==> src/pkg/reset_seq_regs.svh <==
// register offsets, field positions, reset values and timing counts
`ifndef RESET_SEQ_REGS_SVH
`define RESET_SEQ_REGS_SVH

// register byte offsets
`define RS_OFS_CTRL 8'h00
`define RS_OFS_EVT 8'h04
`define RS_OFS_MASK 8'h08
`define RS_OFS_STATE 8'h0C
`define RS_OFS_KEEP 8'h10

// control fields
`define RS_CTRL_MODE_LO 0
`define RS_CTRL_MODE_HI 1
`define RS_CTRL_FALL 2
`define RS_CTRL_RST 8'h04

// event bits: power-on, master clear, watchdog, wake, release
`define RS_EVT_W 5
`define RS_MASK_RST 5'h00

// timing
`define RS_CLK_PERIOD_NS 25
`define RS_POWER_UP_TIMER_TIME_MS 96
`define RS_POWER_UP_TIMER_CYCLES ((`RS_POWER_UP_TIMER_TIME_MS * 1000000) / `RS_CLK_PERIOD_NS)
`define RS_OST_COUNT 1024

// program counter values
`define RS_PC_RESET 16'h0000
`define RS_INT_VECTOR 16'h0020

`endif

==> src/pkg/reset_seq_pkg.sv <==
// types shared by the reset sequencer
package reset_seq_pkg;
    typedef enum logic [1:0] {
        osc_crystal, osc_low_freq, osc_ext_clock, osc_rc
    } osc_mode_e;

    typedef enum logic [2:0] {
        st_por, st_wait_master_clear_n, st_timing, st_run, st_master_clear_n_hold,
        st_sleep, st_ost
    } seq_state_e;

    typedef struct packed {
        logic [7:0] addr;
        logic [31:0] wdata;
        logic we;
        logic re;
    } bus_req_s;

    typedef struct packed {
        logic ale;
        logic oe_n;
        logic wr_n;
    } strobe_s;
endpackage : reset_seq_pkg

==> src/core/reset_timeout_sequencer.sv <==
// reset source sequencer with power-up and oscillator start-up timers
// Contract
// - tell apart power-on, clear, watchdog, sleep cases
// - most resets initialise registers, sleep watchdog not
// - some registers are never reset
// - phase clock frozen in first phase during reset
// - external bus: latch strobe low, others high
// - hold reset until supply trips; falling supply resets
// - power-up timer counts 96 ms holding reset
// - start-up timer counts 1024 oscillator cycles
// - start-up count only crystal modes, power-on, wake
// - count oscillator pulses once amplitude is valid
// - both timers start together, release after both
// - first clear rising edge starts time-out
// - time-out and power-down flags per event
// - every reset loads program counter with zero
// - interrupt wake resumes at saved pc plus one
// - cpu status bits per wake and sleep watchdog
// - wake with interrupts enabled loads interrupt vector
`include "reset_seq_regs.svh"
`timescale 1ns/1ps
`default_nettype none

module reset_timeout_sequencer #(
    parameter int POWER_UP_TIMER_CYCLES = `RS_POWER_UP_TIMER_CYCLES,
    parameter int OST_COUNT = `RS_OST_COUNT
) (
    // clock and block reset
    input wire logic clk,
    input wire logic rst,
    // pins from outside the clock domain
    input wire logic por_detect,
    input wire logic master_clear_n,
    input wire logic osc_input_pin,
    input wire logic osc_amp_ok,
    // events and levels from the core
    input wire logic wdt_timeout,
    input wire logic wake_int,
    input wire logic sleep_req,
    input wire logic watchdog_clear_instr,
    input wire logic global_int_disable,
    input wire logic [15:0] sleep_pc,
    input wire logic ext_exec_mode,
    input wire reset_seq_pkg::strobe_s cpu_strobe,
    // register port
    input wire reset_seq_pkg::bus_req_s bus,
    output logic [31:0] rdata,
    output logic irq,
    // reset results
    output logic core_reset,
    output logic reg_init,
    output logic [1:0] phase,
    output logic [15:0] pc,
    output logic pc_load,
    output logic timeout_flag_n,
    output logic powerdown_flag_n,
    output logic [3:0] cpu_status_reg,
    output reset_seq_pkg::strobe_s strobe
);

    // ************************************************************
    // pin synchronisers
    // ************************************************************
    logic [2:0] por_r, master_clear_n_r, osc_r, amp_r;
    logic por_q, master_clear_n_q, osc_q, amp_q, master_clear_n_prev_q, osc_prev_q;
    logic master_clear_n_rise, osc_edge;

    // three flops; level moves once second and third agree
    always_ff @(posedge clk) begin
        if (rst) begin
            por_r <= 3'h0;
            master_clear_n_r <= 3'h0;
            osc_r <= 3'h0;
            amp_r <= 3'h0;
            por_q <= 1'b0;
            master_clear_n_q <= 1'b0;
            osc_q <= 1'b0;
            amp_q <= 1'b0;
        end else begin
            por_r <= {por_r[1:0], por_detect};
            master_clear_n_r <= {master_clear_n_r[1:0], master_clear_n};
            osc_r <= {osc_r[1:0], osc_input_pin};
            amp_r <= {amp_r[1:0], osc_amp_ok};
            if (por_r[1] == por_r[2]) por_q <= por_r[2];
            if (master_clear_n_r[1] == master_clear_n_r[2]) master_clear_n_q <= master_clear_n_r[2];
            if (osc_r[1] == osc_r[2]) osc_q <= osc_r[2];
            if (amp_r[1] == amp_r[2]) amp_q <= amp_r[2];
        end
    end

    // edge detectors on the filtered levels
    always_ff @(posedge clk) begin
        if (rst) begin
            master_clear_n_prev_q <= 1'b0;
            osc_prev_q <= 1'b0;
        end else begin
            master_clear_n_prev_q <= master_clear_n_q;
            osc_prev_q <= osc_q;
        end
    end

    assign master_clear_n_rise = master_clear_n_q & ~master_clear_n_prev_q;
    assign osc_edge = osc_q & ~osc_prev_q & amp_q;

    // ************************************************************
    // registers
    // ************************************************************
    logic [7:0] ctrl_q;
    logic [4:0] evt_q, mask_q, evt_set;
    logic [31:0] keep_q;
    reset_seq_pkg::osc_mode_e mode;
    logic xtal, fall_en;

    assign mode = reset_seq_pkg::osc_mode_e'(ctrl_q[`RS_CTRL_MODE_HI:
                                                   `RS_CTRL_MODE_LO]);
    assign xtal = (mode == reset_seq_pkg::osc_crystal) ||
                  (mode == reset_seq_pkg::osc_low_freq);
    assign fall_en = ctrl_q[`RS_CTRL_FALL];

    // control and mask writes
    always_ff @(posedge clk) begin
        if (rst) begin
            ctrl_q <= `RS_CTRL_RST;
            mask_q <= `RS_MASK_RST;
        end else if (bus.we) begin
            if (bus.addr == `RS_OFS_CTRL) ctrl_q <= bus.wdata[7:0];
            if (bus.addr == `RS_OFS_MASK) mask_q <= bus.wdata[4:0];
        end
    end

    // scratch word untouched by every reset
    always_ff @(posedge clk) begin
        if (bus.we && bus.addr == `RS_OFS_KEEP) keep_q <= bus.wdata;
    end

    // sticky events, write one to clear, a new event wins
    always_ff @(posedge clk) begin
        if (rst) begin
            evt_q <= 5'h00;
        end else begin
            evt_q <= (evt_q & ~((bus.we && bus.addr == `RS_OFS_EVT) ?
                      bus.wdata[4:0] : 5'h00)) | evt_set;
        end
    end

    // interrupt output
    always_ff @(posedge clk) begin
        if (rst) irq <= 1'b0;
        else irq <= |(evt_q & mask_q);
    end

    // ************************************************************
    // sequencer
    // ************************************************************
    reset_seq_pkg::seq_state_e state_q, state_d;
    logic [$clog2(POWER_UP_TIMER_CYCLES + 1) - 1:0] power_up_timer_cnt_q;
    logic [$clog2(OST_COUNT + 1) - 1:0] ost_cnt_q;
    logic power_up_timer_done, ost_done, hold_d, wdt_pulse_q, ost_need_q;
    logic vec_pend_q;

    assign power_up_timer_done = power_up_timer_cnt_q ==
                       ($bits(power_up_timer_cnt_q))'(POWER_UP_TIMER_CYCLES);
    assign ost_done = ost_cnt_q == ($bits(ost_cnt_q))'(OST_COUNT);

    // next state
    always_comb begin
        state_d = state_q;
        case (state_q)
            reset_seq_pkg::st_por: begin
                if (por_q) state_d = reset_seq_pkg::st_wait_master_clear_n;
            end
            reset_seq_pkg::st_wait_master_clear_n: begin
                // filtered level starts low: high means first rise seen
                if (master_clear_n_rise || master_clear_n_q) begin
                    state_d = reset_seq_pkg::st_timing;
                end
            end
            reset_seq_pkg::st_timing: begin
                if (power_up_timer_done && (ost_done || !xtal)) begin
                    state_d = reset_seq_pkg::st_run;
                end
            end
            reset_seq_pkg::st_run: begin
                if (!master_clear_n_q) state_d = reset_seq_pkg::st_master_clear_n_hold;
                else if (sleep_req) state_d = reset_seq_pkg::st_sleep;
            end
            reset_seq_pkg::st_master_clear_n_hold: begin
                if (master_clear_n_q) begin
                    state_d = (ost_need_q && xtal) ?
                              reset_seq_pkg::st_ost : reset_seq_pkg::st_run;
                end
            end
            reset_seq_pkg::st_sleep: begin
                if (!master_clear_n_q) state_d = reset_seq_pkg::st_master_clear_n_hold;
                else if (wdt_timeout || wake_int) begin
                    state_d = xtal ? reset_seq_pkg::st_ost :
                              reset_seq_pkg::st_run;
                end
            end
            reset_seq_pkg::st_ost: begin
                if (ost_done) state_d = reset_seq_pkg::st_run;
            end
            default: state_d = reset_seq_pkg::st_por;
        endcase
        if (fall_en && !por_q) state_d = reset_seq_pkg::st_por;
    end

    // core held in reset outside run and sleep, and for a running watchdog
    assign hold_d = !(state_d == reset_seq_pkg::st_run ||
                      state_d == reset_seq_pkg::st_sleep) ||
                    (state_q == reset_seq_pkg::st_run && wdt_timeout &&
                     state_d == reset_seq_pkg::st_run);

    // state register
    always_ff @(posedge clk) begin
        if (rst) state_q <= reset_seq_pkg::st_por;
        else state_q <= state_d;
    end

    // power-up timer, runs only while timing
    always_ff @(posedge clk) begin
        if (rst || state_q != reset_seq_pkg::st_timing) begin
            power_up_timer_cnt_q <= '0;
        end else if (!power_up_timer_done) begin
            power_up_timer_cnt_q <= power_up_timer_cnt_q + 1'b1;
        end
    end

    // start-up timer counts valid oscillator pulses
    always_ff @(posedge clk) begin
        if (rst || !(state_q == reset_seq_pkg::st_timing ||
                     state_q == reset_seq_pkg::st_ost)) begin
            ost_cnt_q <= '0;
        end else if (osc_edge && !ost_done) begin
            ost_cnt_q <= ost_cnt_q + 1'b1;
        end
    end

    // clear seen in sleep still owes a start-up count
    always_ff @(posedge clk) begin
        if (rst) ost_need_q <= 1'b0;
        else if (state_q == reset_seq_pkg::st_sleep && !master_clear_n_q)
            ost_need_q <= 1'b1;
        else if (state_q == reset_seq_pkg::st_run) ost_need_q <= 1'b0;
    end

    // ************************************************************
    // reset outputs, flags and program counter
    // ************************************************************
    logic run_entry, wdt_run, wdt_slp, wake_slp, master_clear_n_slp, master_clear_n_run;

    assign run_entry = state_d == reset_seq_pkg::st_run &&
                       state_q != reset_seq_pkg::st_run;
    assign master_clear_n_run = state_q == reset_seq_pkg::st_run && !master_clear_n_q;
    assign master_clear_n_slp = state_q == reset_seq_pkg::st_sleep && !master_clear_n_q;
    assign wdt_run = state_q == reset_seq_pkg::st_run && master_clear_n_q &&
                     wdt_timeout;
    assign wdt_slp = state_q == reset_seq_pkg::st_sleep && master_clear_n_q &&
                     wdt_timeout;
    assign wake_slp = state_q == reset_seq_pkg::st_sleep && master_clear_n_q &&
                      !wdt_timeout && wake_int;
    assign evt_set = {run_entry, wake_slp, wdt_run | wdt_slp,
                      master_clear_n_run | master_clear_n_slp,
                      state_d == reset_seq_pkg::st_por &&
                      state_q != reset_seq_pkg::st_por};

    // hold, register init and phase freeze
    always_ff @(posedge clk) begin
        if (rst) begin
            core_reset <= 1'b1;
            reg_init <= 1'b1;
            phase <= 2'h0;
        end else begin
            core_reset <= hold_d;
            if (state_d == reset_seq_pkg::st_por || master_clear_n_run || master_clear_n_slp ||
                wdt_run)
                reg_init <= 1'b1;
            else if (!hold_d || wdt_slp) reg_init <= 1'b0;
            phase <= hold_d ? 2'h0 : phase + 2'h1;
        end
    end

    // external bus strobes forced safe during reset when ext_exec_mode is set
    always_ff @(posedge clk) begin
        if (rst) begin
            strobe <= '{ale: 1'b0, oe_n: 1'b1, wr_n: 1'b1};
        end else if (hold_d && ext_exec_mode) begin
            strobe <= '{ale: 1'b0, oe_n: 1'b1, wr_n: 1'b1};
        end else begin
            strobe <= cpu_strobe;
        end
    end

    // cause flags and cpu status bits
    always_ff @(posedge clk) begin
        if (rst || state_d == reset_seq_pkg::st_por) begin
            {timeout_flag_n, powerdown_flag_n} <= 2'h3;
            cpu_status_reg <= 4'hF;
        end else if (master_clear_n_slp) begin
            {timeout_flag_n, powerdown_flag_n} <= 2'h2;
            cpu_status_reg <= 4'hE;
        end else if (master_clear_n_run || (watchdog_clear_instr &&
                     state_q == reset_seq_pkg::st_run)) begin
            {timeout_flag_n, powerdown_flag_n} <= 2'h3;
            cpu_status_reg <= {2'h3, 2'h3};
        end else if (wdt_run) begin
            {timeout_flag_n, powerdown_flag_n} <= 2'h1;
            cpu_status_reg <= 4'hD;
        end else if (wdt_slp) begin
            {timeout_flag_n, powerdown_flag_n} <= 2'h0;
            cpu_status_reg <= 4'hC;
        end else if (wake_slp) begin
            {timeout_flag_n, powerdown_flag_n} <= 2'h2;
            cpu_status_reg <= {1'b1, global_int_disable, 2'h2};
        end
    end

    // program counter and load strobe
    always_ff @(posedge clk) begin
        if (rst) begin
            pc <= `RS_PC_RESET;
            pc_load <= 1'b0;
            vec_pend_q <= 1'b0;
            wdt_pulse_q <= 1'b0;
        end else begin
            pc_load <= run_entry || wdt_run ||
                       (vec_pend_q && phase == 2'h3);
            wdt_pulse_q <= wdt_run;
            if (wake_slp) begin
                pc <= sleep_pc + 16'h0001;
                vec_pend_q <= !global_int_disable;
            end else if (state_d == reset_seq_pkg::st_por || master_clear_n_run ||
                         master_clear_n_slp || wdt_run || wdt_slp) begin
                pc <= `RS_PC_RESET;
                vec_pend_q <= 1'b0;
            end else if (vec_pend_q && phase == 2'h3 &&
                         state_q == reset_seq_pkg::st_run) begin
                pc <= `RS_INT_VECTOR;
                vec_pend_q <= 1'b0;
            end
        end
    end

    // read port, data one cycle after the strobe
    always_ff @(posedge clk) begin
        if (rst) begin
            rdata <= 32'h0;
        end else if (bus.re) begin
            case (bus.addr)
                `RS_OFS_CTRL: rdata <= {24'h0, ctrl_q};
                `RS_OFS_EVT: rdata <= {27'h0, evt_q};
                `RS_OFS_MASK: rdata <= {27'h0, mask_q};
                `RS_OFS_STATE: rdata <= {16'h0, 5'h0, state_q,
                                         cpu_status_reg, timeout_flag_n,
                                         powerdown_flag_n, core_reset,
                                         reg_init};
                `RS_OFS_KEEP: rdata <= keep_q;
                default: rdata <= 32'h0;
            endcase
        end else begin
            rdata <= 32'h0;
        end
    end

    // ************************************************************
    // checks
    // ************************************************************
    AST_PHASE_HOLD: assert property (@(posedge clk) disable iff (rst)
        core_reset |-> phase == 2'h0)
        else $error("phase moved during reset");

    AST_BUS_SAFE: assert property (@(posedge clk) disable iff (rst)
        core_reset && $past(ext_exec_mode) |->
        !strobe.ale && strobe.oe_n && strobe.wr_n)
        else $error("bus strobes not safe in reset");

    AST_POR_HOLD: assert property (@(posedge clk) disable iff (rst)
        state_q == reset_seq_pkg::st_por |=> core_reset)
        else $error("released while supply low");

    AST_BOTH_TIMERS: assert property (@(posedge clk) disable iff (rst)
        state_q == reset_seq_pkg::st_timing &&
        state_d == reset_seq_pkg::st_run |->
        power_up_timer_done && (ost_done || !xtal))
        else $error("power-up released early");

    AST_OST_MODE: assert property (@(posedge clk) disable iff (rst)
        state_q == reset_seq_pkg::st_ost |-> xtal)
        else $error("start-up count in non-crystal mode");

    AST_WDT_SLEEP: assert property (@(posedge clk) disable iff (rst)
        wdt_slp && !(fall_en && !por_q) |=>
        pc == 16'h0000 && cpu_status_reg == 4'hC &&
        !timeout_flag_n && !powerdown_flag_n)
        else $error("sleep watchdog result wrong");

    AST_WAKE_PC: assert property (@(posedge clk) disable iff (rst)
        wake_slp && !(fall_en && !por_q) |=>
        pc == $past(sleep_pc) + 16'h0001 &&
        cpu_status_reg == {1'b1, $past(global_int_disable), 2'h2})
        else $error("wake pc or status wrong");

    AST_MASTER_CLEAR_N_SLEEP: assert property (@(posedge clk) disable iff (rst)
        master_clear_n_slp && !(fall_en && !por_q) |=>
        timeout_flag_n && !powerdown_flag_n && reg_init)
        else $error("clear in sleep flags wrong");

    AST_WDT_RUN: assert property (@(posedge clk) disable iff (rst)
        wdt_run && !(fall_en && !por_q) |=>
        core_reset && pc_load && !timeout_flag_n && powerdown_flag_n
        ##1 !core_reset)
        else $error("running watchdog reset wrong");

endmodule : reset_timeout_sequencer

`default_nettype wire

==> config.mk <==
export PLATFORM = sky130hd
export DESIGN_NAME = reset_timeout_sequencer
export DESIGN_NICKNAME = d
export VERILOG_FILES = /design/src/pkg/reset_seq_pkg.sv /design/src/core/reset_timeout_sequencer.sv
export VERILOG_INCLUDE_DIRS = /design/src /design/src/pkg
export SDC_FILE = /design/constraint.sdc
export NUM_CORES = 1
export LEC_CHECK = 0
export BUFFER_PORTS_ARGS = -buffer_cell sky130_fd_sc_hd__buf_4
export CORE_MARGIN = 2
export CORE_UTILIZATION = 54
export CTS_CLUSTER_DIAMETER = 100
export CTS_CLUSTER_SIZE = 28
export DETAILED_ROUTE_END_ITERATION = 12
export PLACE_DENSITY_LB_ADDON = 0.08
export SLEW_MARGIN = 20
export SYNTH_ARGS = -nofsm -noshare
export SYNTH_HDL_FRONTEND = slang
export SYNTH_SLANG_ARGS = --single-unit
export TNS_END_PERCENT = 20
==> constraint.sdc <==
create_clock -name clk -period 3.81 [get_ports clk]
set_clock_uncertainty 0.05 [all_clocks]
set_input_delay 0.1905 -clock clk [delete_from_list [all_inputs] [get_ports clk]]
set_output_delay 0.1905 -clock clk [all_outputs]
set_load 0.03 [all_outputs]
==> Word-level counts from Yosys, hierarchy flattened <==
Cells that the tools add are included.
{ "totals": {"wordCells": 175, "input_bits": 73, "out_inout_bits": 63, "register_bits": 168} }
{ "classes": {"mux": 36, "add_sub_neg": 4, "bitwise_logic": 12, "n_reduce_logical": 67, "n_eq_ne": 22} }
{ "ops": {"columns": ["operator", "count"], "rows": [
  ["32-bit case mux with 5 select lines", 1],
  ["16-bit 2-to-1 mux", 3],
  ["3-bit 2-to-1 mux", 12],
  ["22-bit by 1-bit adder with 22-bit output (second input constant)", 1],
  ["22-bit == test (second input constant)", 1],
  ["1-bit logical AND", 22],
  ["3-bit case mux with 7 select lines", 1],
  ["1-bit logical OR", 18],
  ["16-bit by 1-bit adder with 16-bit output (second input constant)", 1],
  ["8-bit by 4-bit == test with 1-bit output (second input constant)", 2],
  ["1-bit 2-to-1 mux", 15],
  ["3-bit == test (second input constant)", 4],
  ["11-bit by 1-bit adder with 11-bit output (second input constant)", 1],
  ["11-bit == test (second input constant)", 1],
  ["5-bit bitwise AND", 2],
  ["5-bit OR reduction", 2],
  ["3-bit by 2-bit == test with 1-bit output (second input constant)", 3],
  ["1-bit zero test", 9],
  ["3-bit nonzero test", 3],
  ["8-bit by 3-bit == test with 1-bit output (second input constant)", 1],
  ["8-bit by 5-bit == test with 1-bit output (second input constant)", 1],
  ["8-bit zero test", 1],
  ["2-bit OR reduction", 4],
  ["3-bit zero test", 2],
  ["18 further kinds", 30]
]} }

==> Logic depth before layout (Yosys ltp) <==
{ "depth": {"word_depth": 15, "mapped_depth": 9, "ltp_nobuf": 8} }

==> Worst setup path before layout <==
OpenSTA, ideal clock, no wires.
{ "synth_path": {"path_kind": "input -> register", "start": "input bus[41] (netlist name)", "end": "register keep_q[0] (enable)", "setup_time_ns": 0.392, "required_ns": 3.368, "path_stages": 4, "path_slack_ns": 1.109, "arrival_time_ns": 2.259, "path_buffers": 1, "cell_sequence": "or4_1 > nor3_1 > clkbuf_1 > and2_1"} }
{ "synth_between": {"elab_chain_len": 2} }
{ "synth_rtl": {"columns": ["element", "line", "source"], "rows": [
  ["start: declaration", "reset_timeout_sequencer.sv:46", "input wire reset_seq_pkg::bus_req_s bus,"],
  ["8-bit by 5-bit == test with 1-bit output", null, null],
  ["1-bit logical AND (no source line)", null, null],
  ["end signal: assignment", "reset_timeout_sequencer.sv:133", "if (bus.we && bus.addr == `RS_OFS_KEEP) keep_q <= bus.wdata;"],
  ["end: declaration", "reset_timeout_sequencer.sv:110", "logic [31:0] keep_q;"]
]} }
Every way passes these cells.
A chain may end at the register's enable or synchronous reset.

==> Worst setup path after layout <==
{ "layout_path": {"start": "register power_up_timer_cnt_q[0]", "end": "register strobe[0] (netlist name)"} }
{ "layout_between": {"elab_chain_len": 11, "word_cells_on_any_way": 13, "classes_between": "eq/ne: 3; mux: 3; reduce/logical: 7"} }
{ "layout_rtl": {"columns": ["element", "line", "source"], "rows": [
  ["start: declaration", "reset_timeout_sequencer.sv:156", "logic [$clog2(POWER_UP_TIMER_CYCLES + 1) - 1:0] power_up_timer_cnt_q;"],
  ["start signal: assignment", "reset_timeout_sequencer.sv:225", "power_up_timer_cnt_q <= power_up_timer_cnt_q + 1'b1;"],
  ["22-bit == test (*)", "reset_timeout_sequencer.sv:161", "assign power_up_timer_done = power_up_timer_cnt_q =="],
  ["1-bit logical AND (*)", "reset_timeout_sequencer.sv:179", "if (power_up_timer_done && (ost_done || !xtal)) begin"],
  ["3-bit 2-to-1 mux (*)", "reset_timeout_sequencer.sv:179", null],
  ["3-bit case mux with 7 select lines (*)", "reset_timeout_sequencer.sv:168", "case (state_q)"],
  ["3-bit 2-to-1 mux (*)", "reset_timeout_sequencer.sv:205", "if (fall_en && !por_q) state_d = reset_seq_pkg::st_por;"],
  ["3-bit by 2-bit == test with 1-bit output / 3-bit == test (equally long branches)", "reset_timeout_sequencer.sv:209, reset_timeout_sequencer.sv:212, reset_timeout_sequencer.sv:210", null],
  ["1-bit logical OR", "reset_timeout_sequencer.sv:209", "assign hold_d = !(state_d == reset_seq_pkg::st_run ||"],
  ["1-bit zero test", "reset_timeout_sequencer.sv:209", null],
  ["1-bit logical OR (*)", "reset_timeout_sequencer.sv:210", "state_d == reset_seq_pkg::st_sleep) ||"],
  ["1-bit logical AND (*)", "reset_timeout_sequencer.sv:287", "end else if (hold_d && ext_exec_mode) begin"],
  ["2-bit OR reduction (no source line) (*)", null, null],
  ["end signal: assignment", "reset_timeout_sequencer.sv:286", "strobe <= '{ale: 1'b0, oe_n: 1'b1, wr_n: 1'b1};"],
  ["end signal: assignment", "reset_timeout_sequencer.sv:288", "strobe <= '{ale: 1'b0, oe_n: 1'b1, wr_n: 1'b1};"],
  ["end signal: assignment", "reset_timeout_sequencer.sv:290", "strobe <= cpu_strobe;"],
  ["end: declaration", "reset_timeout_sequencer.sv:58", "output reset_seq_pkg::strobe_s strobe"]
]} }
Mark *: on every way between the ends. The rest lies on a longest branch, timed or not.

==> key figures <==
Status
  – Status: complete, no violations

Clock tree
  – Number of buffers created by CTS: 17
  – TritonCTS clock tree: done
  – Reg clk slew, reported paths: 60 ps
  – Htree depth: 4
  – Resize count post-CTS: 0
  – Hold Buf Count CTS: 44
  – Post-CTS setup buffers: 0
  – Clock tree root driver cell: clkbuf_16
  – Clock net sink count: 165
  – Maximum clock insertion buffer count: 2
  – Clock latency reported for the late side of the worst-skew pair: 420 ps

Die
  – Top-level port count: 136
  – Effective utilization at floorplan: 55.1%
  – Core region area: 0.0120 sq mm
  – Die Ht: 114 um
  – Chip width: 114 um
  – Die Outline Area: 0.0131 sq mm
  – Cell Rows: 40

Cells and area
  – Post-layout nets: 877
  – Layout area overhead: 32.0%
  – Diode count: 0
  – Biggest regs: keep_q x32, rdata x32, power_up_timer_cnt_q x22
  – Fraction of layout cells with a size suffix above 1: 22.9%

Worst setup path
  – Required time worst endpoint: 4070 ps
  – Cell chain of the critical path: inv_1 > ha_1 > nor4bb_1 > nand4_1 > a2111oi_4 > o21bai_1 > or3_1 > o32a_1 > dlygate4sd3_1
  – Maximum cell stage delay along the critical path: 570 ps
  – Worst EP arrival: 3350 ps
  – Crit-path max FO: 11
  – Critical Path Slowest Stage Cell: dlygate4sd3_1
  – Startpoint types: register
  – Critical path start-end classification: reg -> reg
  – Crit end category: register

Place
  – Routability congestion estimate from global placement: 0.866
  – Number of buffer cells added on primary ports: 134
  – Post-detailed-placement half-perimeter wirelength: 10300 um

Synthesis
  – Leading post-synthesis cells by instance count: dfxtp_1 (133), nor2_1 (74), edfxtp_1 (32), nand3_1 (32)
  – Post-Syn Instances: 631
  – Number of nets in the synthesized netlist: 710
  – Main area contributors after synthesis: dfxtp_1 (40%), edfxtp_1 (15%), nor2_1 (4.2%), xor2_1 (2.8%), and3_1 (2.8%)
  – Summed instance area of the synthesized netlist: 0.00659 sq mm
  – Main flop type after synthesis: dfxtp_1
  – Share of the synthesized area in the top cell type: 40.4%
  – Number of enable-type register cells in the synthesized netlist: 32
  – Distinct cell type count after synthesis: 66
  – Sequential area share after synthesis: 55.0%
  – Post-Syn Area per Cell: 10.4 sq um
  – Number of synthesis warnings: 0
  – Most numerous cell in the Yosys netlist: dfxtp_1
  – Biggest area consumer among synthesized cells: dfxtp_1
  – Flop and latch count out of synthesis: 165
  – Fraction of registers with async set/reset: 0%

Global routing
  – Global-route wire length before repair: 24500 um
  – Overflow after GRT: 0
  – Vias in the first global route: 5056
  – Total GRT Usage: 23.9%
  – Maximum number of pins on one net before global-route repair: 59
  – Initial antenna violation count: 0

Route
  – Total wire length after detailed routing: 15200 um
  – Average wire length per cell after detail routing: 15.9 um
  – Iteration-0 DRC count of the detailed router: 471
  – Via count: 5231
  – Remaining number of nets flagged by the antenna check after routing: 0
  – Detail-routed via count per cell: 5.46
  – Detailed Routing Iterations Pass 1: 7
  – Total DRC errors in the routed layout: 0

Job
  – Max-cap viol count: 0

Power
  – Worst vdd ir: 276 uV
  – P_leak: 3.50 nW
  – Power density normalized to cell area: 425 mW/mm^2

STA
  – Total Neg Setup Slack: 0 ps
  – Fin. Hold Viols: 0
  – Worst-margin pin slew: 788 ps
  – Max Transition Viols Final: 0
  – Worst slew margin relative to its limit: 47.2%
  – Max Clock Freq: 0.324 GHz
  – Worst hold slack across all endpoints: 32.8 ps
  – Unrepaired setup endpoints after global routing: false
  – Setup violations, final: 0
  – Final critical-path share of the clock period: 81.1%
  – Crit path time final: 3090 ps

Min path
  – Classification of the worst-slack hold path: in -> reg
## metrics by stage
stage	cell area (sq um)	setup WS, ps	utilization [%]	std cells	total power [mW]
after floorplan	6590	1110	-	631	1.87
after global placement	7650	1190	64.0	882	1.95
after detailed placement	7650	1140	64.0	882	1.95
after CTS	8700	774	72.7	958	3.72
after global routing	8700	566	72.7	958	3.80
final	8700	719	72.7	958	3.70
## layout by cell type, fill, tap and decap left out, types with 20 or more instances in the layout
cell	n
xor2_1	21
buf_4	137
dfxtp_1	133
xnor2_1	20
a21oi_1	24
nand3_1	32
dlygate4sd3_1	44
nand2_1	29
edfxtp_1	32
and3_1	29
nor2_1	74
## path summary, 6_finish.rpt
kind                                                            from                        endpoint  slack (ps)  cells after the start
worst max-delay path            power_up_timer_cnt_q[0]$_SDFFE_PP0N_            strobe[0]$_SDFF_PP1_         720                      9
worst min-delay path                                    sleep_pc[15]             pc[15]$_SDFFE_PP0P_          30                      3
worst max register to register  power_up_timer_cnt_q[0]$_SDFFE_PP0N_            strobe[0]$_SDFF_PP1_         720                      9
worst min register to register        master_clear_n_r[0]$_SDFF_PP0_  master_clear_n_r[1]$_SDFF_PP0_         390                      1
## power breakdown
part           internal, mW  leakage [nW]  total (mW)  switching, mW
Clock                  1.03         0.289        1.74          0.711
Sequential             1.78          1.36        1.79        0.00317
Combinational        0.0983          1.85       0.165         0.0666
Total                  2.92          3.50        3.70          0.781
## critical path, delay by kind of cell, from the launching register on
kind	cells	cell delay [ps]
flip-flops	1	370
AND/OR/NAND/NOR	3	860
AO/OA/AOI/OAI	3	920
buffers and inverters	2	650
adder cells (fa/ha/maj)	1	130
## cells by family (layout without fill, tap and decap cells)
logic type               count (synthesis)  after routing  share of synthesized area (%)
other                                    1              1                         0.0569
flip-flops                             165            165                           55.0
AO/OA/AOI/OAI                           98             98                           11.0
adder cells (fa/ha/maj)                  6              6                           1.14
buffers and inverters                   47            227                           3.17
multiplexers                            19             19                           3.15
AND/OR/NAND/NOR                        254            254                           21.1
XOR/XNOR                                41             41                           5.45
## routing by layer
layer  wire [um]  up-vias  global-route usage (%)
met5           0        -                       0
met4         305        0                    8.94
met1        6710     2440                    30.5
met3         841       27                    5.03
met2        7350      183                    39.8
li1            -     2581                       -
## layout make-up
| class | count | area (sq um) |
|---|---|---|
| Sequential cell | 165 | 3620 |
| Fill cell | 863 | 3260 |
| Multi-Input combinational cell | 419 | 2770 |
| Timing Repair Buffer | 181 | 1470 |
| Clock buffer | 17 | 425 |
| Tap cell | 147 | 184 |
| Clock inverter | 15 | 179 |
| Inverter | 14 | 52.6 |
Note: power is estimated with default switching activity, not from simulation.
